File: config.mk
export PLATFORM = sky130hd
export DESIGN_NAME = dop_clock_power_ctrl
export DESIGN_NICKNAME = d
export VERILOG_FILES = /design/src/logic/dop_pkg.sv /design/src/logic/dop_clock_power_ctrl.sv /design/src/logic/dop_clk_switch.sv /design/src/logic/dop_prescaler.sv
export VERILOG_INCLUDE_DIRS = /design/src /design/src/logic
export SDC_FILE = /design/constraint.sdc
export NUM_CORES = 1
export LEC_CHECK = 0
export BUFFER_PORTS_ARGS = -buffer_cell sky130_fd_sc_hd__buf_4
export CAP_MARGIN = 10
export CORE_MARGIN = 2
export CORE_UTILIZATION = 30
export CTS_CLUSTER_SIZE = 8
export DETAILED_ROUTE_END_ITERATION = 8
export PLACE_DENSITY_LB_ADDON = 0.15
export SYNTH_ARGS = -nofsm -noshare
export SYNTH_HDL_FRONTEND = slang
export SYNTH_SLANG_ARGS = --single-unit
File: constraint.sdc
create_clock -name clk_i -period 4.1 [get_ports clk_i]
set_input_delay 0.82 -clock clk_i [delete_from_list [all_inputs] [get_ports clk_i]]
set_output_delay 0.82 -clock clk_i [all_outputs]
set_load 0.01 [all_outputs]
File: src/logic/dop_map.svh
// register offsets, field positions, reset values and divider figures
// assumes: included by bare name after the package is compiled
`ifndef DOP_MAP_SVH
`define DOP_MAP_SVH

// ===========================================================
// register offsets
`define DOP_OFS_CLK_SOURCE    8'h85
`define DOP_OFS_OSC_CTRL      8'h86
`define DOP_OFS_POWER_CTRL    8'h87
`define DOP_OFS_SPEED_CTRL0   8'h8F
`define DOP_OFS_RELOAD        8'h97

// ===========================================================
// power_control fields
`define DOP_PC_BAUD2          7
`define DOP_PC_FVIEW          6
`define DOP_PC_POF            4
`define DOP_PC_UF1            3
`define DOP_PC_UF0            2
`define DOP_PC_PD             1
`define DOP_PC_IDL            0

// ===========================================================
// oscillator_control, clock source and speed fields
`define DOP_OC_T0SUB          2
`define DOP_OC_LFRUN          1
`define DOP_OC_HFRUN          0
`define DOP_CS_CKS            0
`define DOP_SC_X2             0

// ===========================================================
// reset values and divider figures
`define DOP_RELOAD_RST        8'hFF
`define DOP_RELOAD_TOP        8'hFF
`define DOP_DIV_STD_FAST      2
`define DOP_DIV_X2_FAST       1
`define DOP_DIV_STD_SHIFT     2
`define DOP_DIV_X2_SHIFT      1
`define DOP_DIV_MAX_W         10
`define DOP_BYTE_ZERO         8'h00

`endif

File: src/logic/dop_pkg.sv
// types shared by the clock and power control block
// assumes: compiled before every module of the block
package dop_pkg;

  // =========================================================
  // operating mode, one-hot
  typedef enum logic [2:0] {
    DOP_NORMAL = 3'b001,
    DOP_IDLE   = 3'b010,
    DOP_PDOWN  = 3'b100
  } dop_mode_t;

  // =========================================================
  // register port request
  typedef struct packed {
    logic [7:0] addr;
    logic [7:0] wdata;
    logic       we;
    logic       re;
  } dop_bus_req_t;

  // oscillator hard block controls
  typedef struct packed {
    logic high_osc_stop;
    logic low_osc_stop;
  } dop_osc_ctl_t;

  // clocks and enables toward cpu and peripherals
  typedef struct packed {
    logic src_clk;
    logic cpu_clk_en;
    logic periph_clk_en;
    logic timer0_clk;
  } dop_clk_out_t;

endpackage

File: src/logic/dop_clock_power_ctrl.sv
// clock generator and power mode control for a two-oscillator controller
// assumes: clk_i is an always-on system clock; oscillator levels, timer pin,
// external interrupt pins and the power-up indication are asynchronous
//
// Functional notes
// - osc control bit 2 picks timer0 clock: pin when clear, subclock when set
// - osc control bit 1 runs low oscillator; loaded from fuse after reset
// - osc control bit 0 runs high oscillator; loaded from fuse after reset
// - reload register holds 8-bit prescaler value, resets to all ones
// - FFh divides by 2 or 1; else 4 or 2 times (255-reload)
// - power-off flag set at power-up; software may set or clear it
// - power control bits 3 and 2 are plain software flags
// - bit 7 doubles baud rate; bit 6 selects framing view
// - writing one to bit 1 enters power-down; external or keyboard interrupt or reset clears it
// - writing one to bit 0 enters idle; interrupt or reset clears it
// - fuse one: high oscillator on, low off, high source selected
// - fuse zero: low oscillator on, high off, low source selected
// - clock source bit may switch cpu clock at any time
// - idle stops cpu clock, selected oscillator keeps peripherals clocked
// - leaving idle keeps oscillator enables and source select unchanged
// - power-down stops both oscillators regardless of enables
// - power-down wins over idle; cpu and peripheral clocks off
// - power-down left by reset, external or keyboard interrupt, or a write clearing bit 1
// - reset out of power-down restarts with fuse configuration
// - keyboard wake clears power-down and restarts the chosen oscillator
// - oscillator stop asserted in power-down or when enable is clear
//
// Implementation choice: the strobed register port.
`timescale 1ns/100ps
`include "dop_map.svh"
module dop_clock_power_ctrl #(
  parameter int CNT_W = 10
) (
  input  wire logic                  clk_i,
  input  wire logic                  reset_i,
  input  wire logic                  ce_i,
  input  wire dop_pkg::dop_bus_req_t bus_i,
  output logic [7:0]                 rdata_o,
  input  wire logic                  fuse_osc_select_i,
  input  wire logic                  power_up_i,
  input  wire logic                  hf_osc_clk_i,
  input  wire logic                  lf_osc_clk_i,
  input  wire logic                  t0_pin_i,
  input  wire logic                  ext_irq_a_n_i,
  input  wire logic                  ext_irq_b_n_i,
  input  wire logic                  ext_irq_a_en_i,
  input  wire logic                  ext_irq_b_en_i,
  input  wire logic                  kbd_wake_i,
  input  wire logic                  irq_wake_i,
  output dop_pkg::dop_osc_ctl_t      osc_o,
  output dop_pkg::dop_clk_out_t      clk_o,
  output logic                       baud_doubler_o,
  output logic                       framing_view_select_o,
  output dop_pkg::dop_mode_t         mode_o
);
  import dop_pkg::*;

  generate
    if (CNT_W < `DOP_DIV_MAX_W) begin : g_chk
      $error("prescaler counter too narrow");
    end
  endgenerate

  // =========================================================
  // state
  typedef struct packed {
    logic       loaded;
    logic       timer0_subclock_select;
    logic       low_freq_osc_run;
    logic       high_freq_osc_run;
    logic       clock_source_hf;
    logic [7:0] prescaler_reload;
    logic       x2_mode;
    logic       baud_doubler;
    logic       framing_view_select;
    logic       power_off_flag;
    logic       user_flag_1;
    logic       user_flag_0;
    logic       power_down_request;
    logic       cpu_sleep_request;
    dop_mode_t  mode;
    logic [1:0] hf_sync;
    logic [1:0] lf_sync;
    logic [1:0] t0_sync;
    logic [1:0] irq_a_sync;
    logic [1:0] irq_b_sync;
    logic [1:0] pwr_sync;
    logic [7:0] rdata;
    logic       high_osc_stop;
    logic       low_osc_stop;
    logic       cpu_clk_en;
    logic       periph_clk_en;
    logic       timer0_clk;
  } dop_top_state_t;

  dop_top_state_t cur_r;
  dop_top_state_t cur_nxt;

  logic src_lvl;
  logic src_rise;
  logic tick;

  // =========================================================
  // register views
  function automatic logic [7:0] power_view(input dop_top_state_t s);
    power_view                = `DOP_BYTE_ZERO;
    power_view[`DOP_PC_BAUD2] = s.baud_doubler;
    power_view[`DOP_PC_FVIEW] = s.framing_view_select;
    power_view[`DOP_PC_POF]   = s.power_off_flag;
    power_view[`DOP_PC_UF1]   = s.user_flag_1;
    power_view[`DOP_PC_UF0]   = s.user_flag_0;
    power_view[`DOP_PC_PD]    = s.power_down_request;
    power_view[`DOP_PC_IDL]   = s.cpu_sleep_request;
  endfunction

  function automatic logic [7:0] osc_view(input dop_top_state_t s);
    osc_view                = `DOP_BYTE_ZERO;
    osc_view[`DOP_OC_T0SUB] = s.timer0_subclock_select;
    osc_view[`DOP_OC_LFRUN] = s.low_freq_osc_run;
    osc_view[`DOP_OC_HFRUN] = s.high_freq_osc_run;
  endfunction

  // =========================================================
  // source changeover and prescaler
  dop_clk_switch u_switch (
    .clk_i     (clk_i),
    .reset_i   (reset_i),
    .ce_i      (ce_i),
    .hf_lvl_i  (cur_r.hf_sync[1]),
    .lf_lvl_i  (cur_r.lf_sync[1]),
    .sel_hf_i  (cur_r.clock_source_hf),
    .clk_lvl_o (src_lvl),
    .rise_o    (src_rise)
  );

  dop_prescaler #(
    .CNT_W (CNT_W)
  ) u_prescaler (
    .clk_i    (clk_i),
    .reset_i  (reset_i),
    .ce_i     (ce_i),
    .edge_i   (src_rise),
    .reload_i (cur_r.prescaler_reload),
    .x2_i     (cur_r.x2_mode),
    .tick_o   (tick)
  );

  // =========================================================
  // next state
  always_comb begin
    logic wake_pd;
    logic wr;
    logic [7:0] d;
    cur_nxt = cur_r;
    wr      = bus_i.we;
    d       = bus_i.wdata;

    // pin synchronisers
    cur_nxt.hf_sync    = {cur_r.hf_sync[0], hf_osc_clk_i};
    cur_nxt.lf_sync    = {cur_r.lf_sync[0], lf_osc_clk_i};
    cur_nxt.t0_sync    = {cur_r.t0_sync[0], t0_pin_i};
    cur_nxt.irq_a_sync = {cur_r.irq_a_sync[0], ext_irq_a_n_i};
    cur_nxt.irq_b_sync = {cur_r.irq_b_sync[0], ext_irq_b_n_i};
    cur_nxt.pwr_sync   = {cur_r.pwr_sync[0], power_up_i};

    // fuse load after reset release
    if (!cur_r.loaded) begin
      cur_nxt.loaded            = 1'b1;
      cur_nxt.high_freq_osc_run = fuse_osc_select_i;
      cur_nxt.low_freq_osc_run  = !fuse_osc_select_i;
      cur_nxt.clock_source_hf   = fuse_osc_select_i;
    end

    // software writes
    if (wr && cur_r.loaded) begin
      case (bus_i.addr)
        `DOP_OFS_CLK_SOURCE: begin
          cur_nxt.clock_source_hf = d[`DOP_CS_CKS];
        end
        `DOP_OFS_OSC_CTRL: begin
          cur_nxt.timer0_subclock_select = d[`DOP_OC_T0SUB];
          cur_nxt.low_freq_osc_run       = d[`DOP_OC_LFRUN];
          cur_nxt.high_freq_osc_run      = d[`DOP_OC_HFRUN];
        end
        `DOP_OFS_RELOAD: begin
          cur_nxt.prescaler_reload = d;
        end
        `DOP_OFS_SPEED_CTRL0: begin
          cur_nxt.x2_mode = d[`DOP_SC_X2];
        end
        `DOP_OFS_POWER_CTRL: begin
          cur_nxt.baud_doubler        = d[`DOP_PC_BAUD2];
          cur_nxt.framing_view_select = d[`DOP_PC_FVIEW];
          cur_nxt.power_off_flag      = d[`DOP_PC_POF];
          cur_nxt.user_flag_1         = d[`DOP_PC_UF1];
          cur_nxt.user_flag_0         = d[`DOP_PC_UF0];
          cur_nxt.power_down_request  = d[`DOP_PC_PD];
          cur_nxt.cpu_sleep_request   = d[`DOP_PC_IDL];
        end
        default: begin
        end
      endcase
    end

    // hardware events win over a same-cycle write
    if (cur_r.pwr_sync[1]) begin
      cur_nxt.power_off_flag = 1'b1;
    end

    wake_pd = (ext_irq_a_en_i && !cur_r.irq_a_sync[1])
            || (ext_irq_b_en_i && !cur_r.irq_b_sync[1])
            || kbd_wake_i;
    if (cur_r.power_down_request && wake_pd) begin
      cur_nxt.power_down_request = 1'b0;
      cur_nxt.cpu_sleep_request  = 1'b0;
    end else if (cur_r.cpu_sleep_request && !cur_r.power_down_request && irq_wake_i) begin
      cur_nxt.cpu_sleep_request = 1'b0;
    end

    // mode, power-down first
    if (cur_nxt.power_down_request) begin
      cur_nxt.mode = DOP_PDOWN;
    end else if (cur_nxt.cpu_sleep_request) begin
      cur_nxt.mode = DOP_IDLE;
    end else begin
      cur_nxt.mode = DOP_NORMAL;
    end

    // oscillator stops
    if (!cur_nxt.loaded) begin
      cur_nxt.high_osc_stop = 1'b1;
      cur_nxt.low_osc_stop  = 1'b1;
    end else begin
      cur_nxt.high_osc_stop = cur_nxt.power_down_request || !cur_nxt.high_freq_osc_run;
      cur_nxt.low_osc_stop  = cur_nxt.power_down_request || !cur_nxt.low_freq_osc_run;
    end

    // clock enables
    cur_nxt.cpu_clk_en    = tick && cur_r.loaded && (cur_r.mode == DOP_NORMAL);
    cur_nxt.periph_clk_en = tick && cur_r.loaded && (cur_r.mode != DOP_PDOWN);

    // timer0 clock input
    cur_nxt.timer0_clk = cur_r.timer0_subclock_select ? cur_r.lf_sync[1] : cur_r.t0_sync[1];

    // readback, valid one cycle after the strobe
    cur_nxt.rdata = `DOP_BYTE_ZERO;
    if (bus_i.re) begin
      case (bus_i.addr)
        `DOP_OFS_CLK_SOURCE:  cur_nxt.rdata[`DOP_CS_CKS] = cur_r.clock_source_hf;
        `DOP_OFS_OSC_CTRL:    cur_nxt.rdata = osc_view(cur_r);
        `DOP_OFS_RELOAD:      cur_nxt.rdata = cur_r.prescaler_reload;
        `DOP_OFS_SPEED_CTRL0: cur_nxt.rdata[`DOP_SC_X2] = cur_r.x2_mode;
        `DOP_OFS_POWER_CTRL:  cur_nxt.rdata = power_view(cur_r);
        default:              cur_nxt.rdata = `DOP_BYTE_ZERO;
      endcase
    end
  end

  // =========================================================
  // registers
  always_ff @(posedge clk_i or posedge reset_i) begin
    if (reset_i) begin
      cur_r                  <= '0;
      cur_r.prescaler_reload <= `DOP_RELOAD_RST;
      cur_r.mode             <= DOP_NORMAL;
      cur_r.high_osc_stop    <= 1'b1;
      cur_r.low_osc_stop     <= 1'b1;
    end else if (ce_i) begin
      cur_r <= cur_nxt;
    end
  end

  // =========================================================
  // outputs
  assign rdata_o                = cur_r.rdata;
  assign osc_o.high_osc_stop    = cur_r.high_osc_stop;
  assign osc_o.low_osc_stop     = cur_r.low_osc_stop;
  assign clk_o.src_clk          = src_lvl;
  assign clk_o.cpu_clk_en       = cur_r.cpu_clk_en;
  assign clk_o.periph_clk_en    = cur_r.periph_clk_en;
  assign clk_o.timer0_clk       = cur_r.timer0_clk;
  assign baud_doubler_o         = cur_r.baud_doubler;
  assign framing_view_select_o  = cur_r.framing_view_select;
  assign mode_o                 = cur_r.mode;
endmodule

File: src/logic/dop_clk_switch.sv
// glitch-free changeover between two sampled oscillator levels
// assumes: levels already pass two flip-flops in the caller
`timescale 1ns/100ps
module dop_clk_switch (
  input  wire logic clk_i,
  input  wire logic reset_i,
  input  wire logic ce_i,
  input  wire logic hf_lvl_i,
  input  wire logic lf_lvl_i,
  input  wire logic sel_hf_i,
  output logic      clk_lvl_o,
  output logic      rise_o
);
  import dop_pkg::*;

  typedef struct packed {
    logic cur_hf;
    logic out;
    logic prev_hf;
    logic prev_lf;
    logic rise;
  } dop_sw_state_t;

  dop_sw_state_t cur_r;
  dop_sw_state_t cur_nxt;

  // =========================================================
  // changeover
  always_comb begin
    logic src;
    logic new_rise;
    src      = cur_r.cur_hf ? hf_lvl_i : lf_lvl_i;
    new_rise = sel_hf_i ? (hf_lvl_i && !cur_r.prev_hf) : (lf_lvl_i && !cur_r.prev_lf);
    cur_nxt         = cur_r;
    cur_nxt.prev_hf = hf_lvl_i;
    cur_nxt.prev_lf = lf_lvl_i;
    if (sel_hf_i != cur_r.cur_hf) begin
      if (cur_r.out && src) begin
        cur_nxt.out = 1'b1;
      end else begin
        cur_nxt.out = 1'b0;
        if (!cur_r.out && new_rise) begin
          cur_nxt.cur_hf = sel_hf_i;
          cur_nxt.out    = 1'b1;
        end
      end
    end else begin
      cur_nxt.out = src;
    end
    cur_nxt.rise = !cur_r.out && cur_nxt.out;
  end

  always_ff @(posedge clk_i or posedge reset_i) begin
    if (reset_i) begin
      cur_r <= '{cur_hf: 1'b1, default: 1'b0};
    end else if (ce_i) begin
      cur_r <= cur_nxt;
    end
  end

  assign clk_lvl_o = cur_r.out;
  assign rise_o    = cur_r.rise;
endmodule

File: src/logic/dop_prescaler.sv
// reload-driven divider of source clock edges
// assumes: edge_i is a one-cycle pulse per source rising edge
`timescale 1ns/100ps
`include "dop_map.svh"
module dop_prescaler #(
  parameter int CNT_W = 10
) (
  input  wire logic       clk_i,
  input  wire logic       reset_i,
  input  wire logic       ce_i,
  input  wire logic       edge_i,
  input  wire logic [7:0] reload_i,
  input  wire logic       x2_i,
  output logic            tick_o
);
  import dop_pkg::*;

  generate
    if (CNT_W < `DOP_DIV_MAX_W) begin : g_chk
      $error("prescaler counter too narrow");
    end
  endgenerate

  typedef struct packed {
    logic [CNT_W-1:0] cnt;
    logic             tick;
  } dop_ps_state_t;

  dop_ps_state_t cur_r;
  dop_ps_state_t cur_nxt;

  // =========================================================
  // divisor from reload and speed mode
  function automatic logic [CNT_W-1:0] div_of(input logic [7:0] r, input logic x2);
    logic [CNT_W-1:0] span;
    span = CNT_W'(`DOP_RELOAD_TOP - r);
    if (r == `DOP_RELOAD_TOP) begin
      div_of = x2 ? CNT_W'(`DOP_DIV_X2_FAST) : CNT_W'(`DOP_DIV_STD_FAST);
    end else begin
      div_of = x2 ? (span << `DOP_DIV_X2_SHIFT) : (span << `DOP_DIV_STD_SHIFT);
    end
  endfunction

  always_comb begin
    logic [CNT_W-1:0] last;
    last         = div_of(reload_i, x2_i) - CNT_W'(1);
    cur_nxt      = cur_r;
    cur_nxt.tick = 1'b0;
    if (edge_i) begin
      if (cur_r.cnt >= last) begin
        cur_nxt.cnt  = '0;
        cur_nxt.tick = 1'b1;
      end else begin
        cur_nxt.cnt = cur_r.cnt + CNT_W'(1);
      end
    end
  end

  always_ff @(posedge clk_i or posedge reset_i) begin
    if (reset_i) begin
      cur_r <= '0;
    end else if (ce_i) begin
      cur_r <= cur_nxt;
    end
  end

  assign tick_o = cur_r.tick;
endmodule

==> summary.md, run 1 <==
| Metric | Value |
|---|---|
| Post-synth cell types | 62 |
| DRC errors left | 0 |
| Die Height | 116 µm |
| Hold Path End | cur_r[30]$_DFFE_PP0P_ |
| IO buf count | 50 |
| Leakage power figure | 1.88 nW |
| Reg2reg end | u_prescaler.cur_r[9]$_DFFE_PP0P_ |
| Compound-cell area share of the yosys netlist | 0.145 |
| Mux cell area share after synthesis | 0.122 |
| Final-layout fill cell count | ~1300 |
| Yosys warns | 0 |
| Largest family of logic cells by synthesized area | simple AND/OR/NAND/NOR gates |
| Largest net degree at the start of global routing | 65 |
| Vias in the first global route | 2703 |
| HPWL Detailed | approximately 6 mm |
| Min Hold Slack | 491 ps |
| Post-synthesis adder-cell area fraction | 0.0399 |
| TritonRoute pass-1 iters | 4 |
| CTS clk-pin slew, worst paths | about 50 ps |
| RSZ-0062 raised after global routing | false |
| Vias | 2764 |
| Area contributors post-synth | dfrtp_1 (35%), dfstp_2 (8.4%), mux2_2 (4.8%) |
| Hold path start | cur_r[30]$_DFFE_PP0P_ |
| Critical path's largest stage delay | 610 ps |
| Cell taking the most area after synthesis | dfrtp_1 |
| Mapped Avg Cell Area | 10.3 µm² |
| Hold Crit Depth | 1 |
| CP Max Fanout | 9 |
| R2R Setup Slk | roughly 620 ps |
| Total setup buffers inserted after CTS | 0 |
| Max VDD drop | 0.000209 V |
| Mapped Cells | 366 |
| Netlist Area Pre-Place | 3760 µm² |
| Clock root buffer | clkbuf_16 |
| CP arrival | 3660 ps |
| Actual slew at the worst max-slew pin | 817 ps |
| Simple-gate share of the synthesized area | 0.160 |
| Synth Flop Type | dfrtp_1 |
| Final min period | 3480 ps |
| Row count | 40 |
| Antenna diodes | 0 |
| Cts bufs inserted | 9 |
| # IOs | about 50 |
| Vias per cell | 4.87 |
| WL/cell | 14.9 µm |
| Hold-fix buffers, CTS | 0 |
| Die X | 116 µm |
| RR Startpoint | cur_r[41]$_DFFE_PP1P_ |
| Post-CTS Resized | 0 |
| H-tree Lvls | 3 |
| Sequential element share of the synthesized area | 0.430 |
| Number of nets in the layout | 440 |
| TNS Setup | 0 ps |
| Crit path kind | reg -> reg |
| Fin crit share | 0.849 |
| FFs w/ async S/R, synth | 1.00 |
| Grt ovf | 0 |
| Final Hold Fails | 0 |
| Slowest cell on the critical path | dfstp_2 |
| Final wirelength | 8.47 mm |
| MaxCap Viol Count | 0 |
| Slew Limit Fails | 0 |
| Placed Area | 4160 µm² |
| Critical-path cell list | and3_1 > and3_1 > nand4_1 > or2_1 > ha_1 > nand2_1 > nor4_2 > a211oi_1 > a31oi_1 > o21a_1 > ha_1 > nand4_1 > o21ai_1 > a21oi_1 |
| Starting Density | 0.311 |
| Final core utilization | 0.366 |
| Bufs on Longest Clock Path | 2 |
| Post-Synth XOR/XNOR Area | 0.0256 |
| Iter 0 DRT Violations | 93 |
| ANT nets after route | 0 |
| Rel. slew slack | 0.455 |
| Pwr dens | 410 nW/µm² |
| Tightest Hold Check Type | reg -> reg |
| Full die area | 13500 µm² |
| Global-route wire length before repair | 14.3 mm |
| Clock Sink Count | 64 |
| Share of cells above drive strength 1 | 0.283 |
| Worst EP required | 4280 ps |
| Core Region | 12100 µm² |
| Worst clock skew | 7.24 ps |
| Syn Nets | 410 |
| Setup Viol. Count Final | 0 |
| Finished Cell Area | 4430 µm² |
| Routability cong. | 0.804 |
| Status | completed |
| CTS tree | built |
| Area Growth Syn to Fin | 17.7% |
| Yosys reg bits | 64 |
| Initial antenna violation count | 0 |
| Fmax | 0.287 GHz |
| CP Launch Point | cur_r[41]$_DFFE_PP1P_ |
| Synth top area share | 0.346 |
| R2R depth | 14 |
| Number of synthesized flops with an enable pin | 0 |
| Worst-Skew Late Latency | 330 ps |
| CP endpoint kind | register |
| CP Launch Type | register |
| Tot GR Track Use | 0.138 |
flip-flops by register name, indices dropped and copies added, names as in the netlist, 2 cells and up:
signal	cells
osc_o	2
rdata_o	8
clk_o	3
u_prescaler.cur_r	10
cur_r	25
mode_o	2
u_switch.cur_r	3
cur_nxt	6
where the power goes:
group	internal (mW)	switching [mW]
sequential	0.717	0.0781
combinational	0.162	0.160
clock	0.423	0.275
total	1.30	0.513
critical path: cells and delay by family, from the launching register on:
kind	cells	cell delay, ps
fa+ha+maj	2	490
flops	1	610
compound gates	5	1100
simple gates	7	1120
worst max-delay path by stage:
stage          cells after the start                                to
3_3_place_gp                      15  u_prescaler.cur_r[3]$_DFFE_PP0P_
6_report                          14  u_prescaler.cur_r[9]$_DFFE_PP0P_
3_5_place_dp                      14  u_prescaler.cur_r[9]$_DFFE_PP0P_
2_1_floorplan                     16  u_prescaler.cur_r[4]$_DFFE_PP0P_
4_1_cts                           14  u_prescaler.cur_r[9]$_DFFE_PP0P_
5_1_grt                           14  u_prescaler.cur_r[9]$_DFFE_PP0P_
Yosys cell counts, drive strengths merged, types with 7 or more instances:
library cell,n
dfrtp,52
clkbuf,7
nor2,23
o22ai,15
nand2,19
o21ai,15
ha,12
dfstp,12
inv,26
mux2i,9
nand3,9
mux2,30
a21oi,20
buf,25
nand4,11
routing by layer:
metal | track usage | vias to the layer above | part of all wire
li1 | - | 1368 | -
met1 | 0.193 | 1332 | 0.50
met2 | 0.210 | 57 | 0.46
met3 | 0.0408 | 7 | 0.038
met4 | 0.0333 | 0 | 0.0067
met5 | 0 | - | 0
final cells by class:
type / instances / area, µm² / area share
multi-input combinational: 244 / 1850 / 0.417
inverter: 26 / 97.6 / 0.0220
clock buffer: 11 / 243 / 0.0548
timing repair buffer: 51 / 383 / 0.0864
sequential: 64 / 1620 / 0.365
tap: 168 / 210 / 0.0474
clock inverter: 4 / 31.3 / 0.00706
cells in the final DEF (no fill, tap or decap), types with 3 or more instances in the layout:
master	instances
dfstp_2	12
o21ai_0	7
o22ai_1	15
xor2_1	6
mux2i_1	9
xnor2_1	5
nand2_1	19
o21ai_1	8
a31oi_1	3
a22oi_1	6
mux2_2	16
dfrtp_1	52
mux2_1	6
nand3_1	9
and2_1	3
clkbuf_16	9
o21a_1	5
nor2b_1	5
nand4_1	10
inv_1	25
nor3_1	3
nor2_1	22
ha_1	12
mux2_4	8
a21oi_1	20
nand4b_1	3
clkinvlp_4	3
and3_1	3
buf_4	51
cell families after synthesis:
family	after synthesis
AO/OA/AOI/OAI	84
XOR/XNOR	11
adder cells (fa/ha/maj)	12
buffers and inverters	58
flip-flops	64
multiplexers	39
AND/OR/NAND/NOR	98
stage by stage:
step / power (mW) / setup slack [ps] / cells
6_report: 1.82 / 619 / 568
5_1_grt: 1.93 / 281 / 568
4_1_cts: 1.85 / 639 / 568
3_5_place_dp: 1.13 / 645 / 553
3_3_place_gp: 1.13 / 752 / 553
2_1_floorplan: 1.03 / 898 / 366
Power figures use the tool's default switching activity.
==> run 2, diff against run 1 <==
==> constraint.sdc (replaced) <==
create_clock -name clk_i -period 3.5 [get_ports clk_i]
set_input_delay 0.7 -clock clk_i [delete_from_list [all_inputs] [get_ports clk_i]]
set_output_delay 0.7 -clock clk_i [all_outputs]
set_load 0.01 [all_outputs]
==> summary.md, run 2 (same netlist as run 1, synthesis figures left out) <==
| Metric | Value |
|---|---|
| Vias in the first global route | 2779 (+2.8%) |
| Vias per cell | 4.95 (+1.7%) |
| Leakage power figure | 1.99 nW (+5.6%) |
| Share of cells above drive strength 1 | 0.327 (+0.0444) |
| Max FFs per register | 25 (unchanged) |
| Vias | 2874 (+4.0%) |
| Tightest Hold Check Type | in -> async |
| Routability cong. | 0.833 (+3.6%) |
| DRC errors left | 0 (unchanged) |
| Fin worst setup slack | 173 ps (-446 ps) |
| Setup Viol. Count Final | 0 (unchanged) |
| HPWL Detailed | 6.36 mm (+5.8%) |
| CTS clk-pin slew, worst paths | 60 ps (about the same) |
| Grt ovf | 0 (unchanged) |
| Starting Density | 0.311 (unchanged) |
| Cts bufs inserted | 9 (unchanged) |
| Commonest non-fill, non-tap cell in the layout | buf_4 |
| IO buf count | 50 (unchanged) |
| Rel. slew slack | 0.602 (+0.147) |
| # IOs | 51 (unchanged) |
| Largest net degree at the start of global routing | 39 (-40%) |
| Hold-fix buffers, CTS | 0 (unchanged) |
| Fmax | 0.301 GHz (+4.6%) |
| ANT nets after route | 0 (unchanged) |
| Bufs on Longest Clock Path | 2 (unchanged) |
| Core Region | 12100 µm² (unchanged) |
| Die Height | 116 µm (unchanged) |
| MaxCap Viol Count | 0 (unchanged) |
| Pwr dens | 504 nW/µm² (+23%) |
| Global-route wire length before repair | 14.1 mm (-1.2%) |
| WL/cell | 15.1 µm (+1.4%) |
| Worst-Skew Late Latency | 330 ps (about the same) |
| Full die area | 13500 µm² (unchanged) |
| Antenna diodes | 0 (unchanged) |
| Number of nets in the layout | 452 (+2.7%) |
| Top delay family on crit path | simple AND/OR/NAND/NOR gates |
| CTS tree | built |
| Final Hold Fails | 0 (unchanged) |
| Top reg by flops | cur_r |
| CP Max Fanout | 6 (-3) |
| CP arrival | 3540 ps (-120 ps) |
| Final wirelength | 8.79 mm (+3.7%) |
| TNS Setup | 0 ps (unchanged) |
| Max VDD drop | 0.000270 V (+29%) |
| Most frequent cells in the layout | buf_4 (63), dfrtp_1 (52), inv_1 (25) |
| H-tree Lvls | 3 (unchanged) |
| Area Growth Syn to Fin | 23.2% |
| Die X | 116 µm (unchanged) |
| Final min period | 3330 ps (-154 ps) |
| Row count | 40 (unchanged) |
| TritonRoute pass-1 iters | 4 (unchanged) |
| Worst EP required | 3710 ps (-570 ps) |
| CP endpoint kind | register |
| Critical path's largest stage delay | 580 ps (-30 ps) |
| CP Launch Type | register |
| Actual slew at the worst max-slew pin | 596 ps (-221 ps) |
| Tot GR Track Use | 0.135 (-0.00241) |
| Fin crit share | 0.951 (+0.102) |
| Clock root buffer | clkbuf_16 |
| Iter 0 DRT Violations | 74 (-20%) |
| Clock Sink Count | 64 (unchanged) |
| Slew Limit Fails | 0 (unchanged) |
| Buffers & Inverters on Critical Path | 0 (unchanged) |
| Pre-CTS setup slack | 46.9 ps (-598 ps) |
| Worst clock skew | 5.95 ps (-1.29 ps) |
| Slowest cell on the critical path | dfstp_2 |
| Crit path kind | reg -> reg |
| Status | completed |
| Critical-path cell list | and3_4 > and3_4 > nand4_1 > or2_1 > ha_2 > nand2_2 > nor4_4 > nand4_1 > xor2_1 > mux2i_1 > ha_1 > nand2_2 > o21a_4 > a21boi_4 > a221o_1 |
| Initial antenna violation count | 0 (unchanged) |
[run 2: final timing paths]
kind | to | slack, ps | from | depth (start not counted)
worst max-delay path | u_prescaler.cur_r[4]$_DFFE_PP0P_ | 170 | cur_r[40]$_DFFE_PP1P_ | 15
worst min-delay path | u_prescaler.cur_r[6]$_DFFE_PP0P_ | 330 | reset_i | 2
worst max register to register | u_prescaler.cur_r[4]$_DFFE_PP0P_ | 170 | cur_r[40]$_DFFE_PP1P_ | 15
worst min register to register | cur_r[31]$_DFFE_PP0P_ | 490 | cur_r[31]$_DFFE_PP0P_ | 1
max in group asynchronous | cur_r[39]$_DFFE_PP1P_ | 2430 | reset_i | 3
min in group clk_i | cur_r[31]$_DFFE_PP0P_ | 490 | cur_r[31]$_DFFE_PP0P_ | 1
[run 2: layout make-up]
type,instances,area [µm²]
Clock buffer,12,267
Sequential cell,64,1620
Inverter,26,97.6
Fill cell,1223,7480
Tap cell,168,210
Multi-Input combinational cell,244,1900
Timing Repair Buffer,63,473
Clock inverter,4,75.1
[run 2: where the power goes]
group	switching (mW)	leakage, nW	internal [mW]	total [mW]
clock	0.335	0.161	0.682	1.02
sequential	0.0946	0.780	0.840	0.935
combinational	0.192	1.04	0.194	0.386
[run 2: layer usage]
metal	wire length (µm)	vias up	global-route usage	part of all wire
li1	-	1385	-	-
met1	4190	1419	0.180	0.48
met2	4140	54	0.212	0.47
met3	323	16	0.0371	0.037
met4	139	0	0.0460	0.016
met5	0	-	0	0
[run 2: repair_timing]
| item | 4_1_cts | 5_1_grt |
|---|---|---|
| setup buffers | 0 | 5 |
| setup endpoints to repair | 0 | 11 |
| resized for setup | 0 | 12 |
[run 2: per-stage QoR]
| stage | power [mW] | utilization | std cells | hold WS, ps | cell area, µm² |
|---|---|---|---|---|---|
| 2_1_floorplan | 1.21 | - | 366 | 438 | 3760 |
| 3_3_place_gp | 1.33 | 0.348 | 560 | 473 | 4210 |
| 3_5_place_dp | 1.33 | 0.348 | 560 | 477 | 4210 |
| 4_1_cts | 2.37 | 0.376 | 576 | 343 | 4550 |
| 5_1_grt | 2.46 | 0.383 | 581 | 358 | 4640 |
| 6_report | 2.34 | 0.383 | 581 | 335 | 4640 |
==> run 3, diff against run 2 <==
--- a/config.mk
+++ b/config.mk
@@ -13,6 +13,7 @@
 export CTS_CLUSTER_SIZE = 8
 export DETAILED_ROUTE_END_ITERATION = 8
 export PLACE_DENSITY_LB_ADDON = 0.15
+export REMOVE_ABC_BUFFERS = 1
 export SYNTH_ARGS = -nofsm -noshare
 export SYNTH_HDL_FRONTEND = slang
 export SYNTH_SLANG_ARGS = --single-unit
==> summary.md, run 3 (same netlist as run 1, synthesis figures left out) <==
| Metric | Value |
|---|---|
| Status | completed |
| CP arrival | 3460 ps (-80 ps) |
| Die X | 116 µm (unchanged) |
| Die Height | 116 µm (unchanged) |
| Largest net degree at the start of global routing | 65 (+67%) |
| Finished Cell Area | 4560 µm² (-1.7%) |
| Clock Sink Count | 64 (unchanged) |
| HPWL Detailed | 6.16 mm (-3.0%) |
| Cells after DPL | 558 (-0.36%) |
| Antenna diodes | 0 (unchanged) |
| Routability cong. | 0.790 (-5.2%) |
| Clock root buffer | clkbuf_16 |
| CP Max Fanout | 6 (unchanged) |
| Iter 0 DRT Violations | 109 (+47%) |
| TNS Setup | 0 ps (unchanged) |
| Slew Limit Fails | 0 (unchanged) |
| Crit path kind | reg -> reg |
| # IOs | 51 (unchanged) |
| Vias | 2849 (-0.87%) |
| Share of cells above drive strength 1 | 0.329 (+0.00239) |
| Grt ovf | 0 (unchanged) |
| Rel. slew slack | 0.445 (-0.158) |
| Hold-fix buffers, CTS | 0 (unchanged) |
| ANT nets after route | 0 (unchanged) |
| Setup Viol. Count Final | 0 (unchanged) |
| Worst-Skew Late Latency | 330 ps (about the same) |
| Max FFs per register | 25 (unchanged) |
| Most frequent cells in the layout | buf_4 (60), dfrtp_1 (52), inv_1 (25) |
| Commonest non-fill, non-tap cell in the layout | buf_4 |
| Tot GR Track Use | 0.140 (+0.00493) |
| RSZ-0062 raised after global routing | false |
| CTS tree | built |
| MaxCap Viol Count | 0 (unchanged) |
| Number of nets in the layout | 449 (-0.66%) |
| Vias per cell | 4.93 (-0.36%) |
| Worst clock skew | 4.73 ps (-1.22 ps) |
| Final core utilization | 0.376 (-0.00661) |
| Top reg by flops | cur_r |
| CTS clk-pin slew, worst paths | 60 ps (about the same) |
| Slowest cell on the critical path | dfstp_2 |
| Row count | 40 (unchanged) |
| CP Launch Type | register |
| Final min period | 3250 ps (-77.1 ps) |
| TritonRoute pass-1 iters | 5 (+1) |
| Fmax | 0.308 GHz (+2.4%) |
| Vias in the first global route | 2815 (+1.3%) |
| Leakage power figure | 1.95 nW (-1.9%) |
| Starting Density | 0.311 (unchanged) |
| Initial antenna violation count | 0 (unchanged) |
| Non-Filler Instances | 578 (-0.52%) |
| DRC errors left | 0 (unchanged) |
| CP endpoint kind | register |
| H-tree Lvls | 3 (unchanged) |
| Bufs on Longest Clock Path | 2 (unchanged) |
| Actual slew at the worst max-slew pin | 833 ps (+236 ps) |
| Core Region | 12100 µm² (unchanged) |
| Tightest Hold Check Type | reg -> reg |
| Full die area | 13500 µm² (unchanged) |
| Fin crit share | 0.929 (-0.0220) |
| Final Hold Fails | 0 (unchanged) |
| WL/cell | 15.2 µm (+0.31%) |
| Placed Area | 4190 µm² (-0.36%) |
| Critical-path cell list | and3_4 > and3_4 > nand4_1 > or2_1 > ha_2 > nand2_2 > nor4_4 > nand4_1 > xor2_1 > mux2i_1 > ha_1 > nand2_2 > o21a_4 > a21boi_4 > a221o_1 |
| Area Growth Syn to Fin | 21.0% |
| Global-route wire length before repair | 14.7 mm (+3.9%) |
| Max VDD drop | 0.000224 V (-17%) |
| IO buf count | 50 (unchanged) |
| Critical path's largest stage delay | 580 ps (about the same) |
| Worst EP required | 3710 ps (about the same) |
| Final wirelength | 8.77 mm (-0.20%) |
| Cts bufs inserted | 9 (unchanged) |
| Pwr dens | 471 nW/µm² (-6.6%) |
-- run 3: cell types whose count changed in the layout (fill, tap and decap cells not counted), moves of 2 or more --
cell	before	now
o21ai_1	8	6
bufinv_16	2	0
clkbuf_8	3	0
buf_4	63	60
o21ai_2	0	2
clkinv_2	0	3
-- run 3: critical path, delay by kind of cell (launching register included) --
| family | cells | cell delay, ps |
|---|---|---|
| simple gates | 8 | 1130 |
| xor+xnor | 1 | 140 |
| flops | 1 | 580 |
| compound gates | 3 | 670 |
| mux | 1 | 100 |
| fa+ha+maj | 2 | 520 |
-- run 3: repair_timing --
action,in CTS,in global routing
endpoints found under the setup margin,0,11
resized for setup,0,15
setup buffers,0,4
-- run 3: per-layer routing --
metal,up-vias,part of all wire,global-route usage
met5,-,0,0
met4,0,0.0089,0.0381
met3,7,0.046,0.0361
met2,62,0.46,0.217
met1,1404,0.49,0.195
li1,1376,-,-
-- run 3: where the power goes --
part / leakage, nW / switching (mW) / internal, mW
clock: 0.132 / 0.341 / 0.478
sequential: 0.780 / 0.0925 / 0.840
combinational: 1.04 / 0.197 / 0.196
total: 1.95 / 0.630 / 1.51
-- run 3: final cells by class --
type,count,area [µm²]
Sequential cell,64,1620
Inverter,26,97.6
Multi-Input combinational cell,244,1910
Tap cell,168,210
Fill cell,1248,7560
Clock buffer,9,225
Timing Repair Buffer,60,450
Clock inverter,7,47.5
-- run 3: final timing paths --
kind / start / endpoint / slack, ps / cells after the start
max: cur_r[41]$_DFFE_PP1P_ / u_prescaler.cur_r[3]$_DFFE_PP0P_ / 250 / 15
min reg2reg: cur_r[14]$_DFFE_PP0P_ / cur_r[32]$_DFFE_PP0P_ / 470 / 2
min: cur_r[14]$_DFFE_PP0P_ / cur_r[32]$_DFFE_PP0P_ / 470 / 2
max reg2reg: cur_r[41]$_DFFE_PP1P_ / u_prescaler.cur_r[3]$_DFFE_PP0P_ / 250 / 15
min in group asynchronous: reset_i / u_switch.rise_o$_DFFE_PP0P_ / 610 / 3
max in group asynchronous: reset_i / baud_doubler_o$_DFFE_PP0P_ / 2330 / 3
-- run 3: stage by stage --
stage          worst slack (ps)  power (mW)  hold slack (ps)
6_report                    250        2.14              471
4_1_cts                    79.4        2.17              476
3_3_place_gp                171        1.32              461
2_1_floorplan               398        1.17              437
3_5_place_dp               93.3        1.33              463
5_1_grt                   0.121        2.27              507
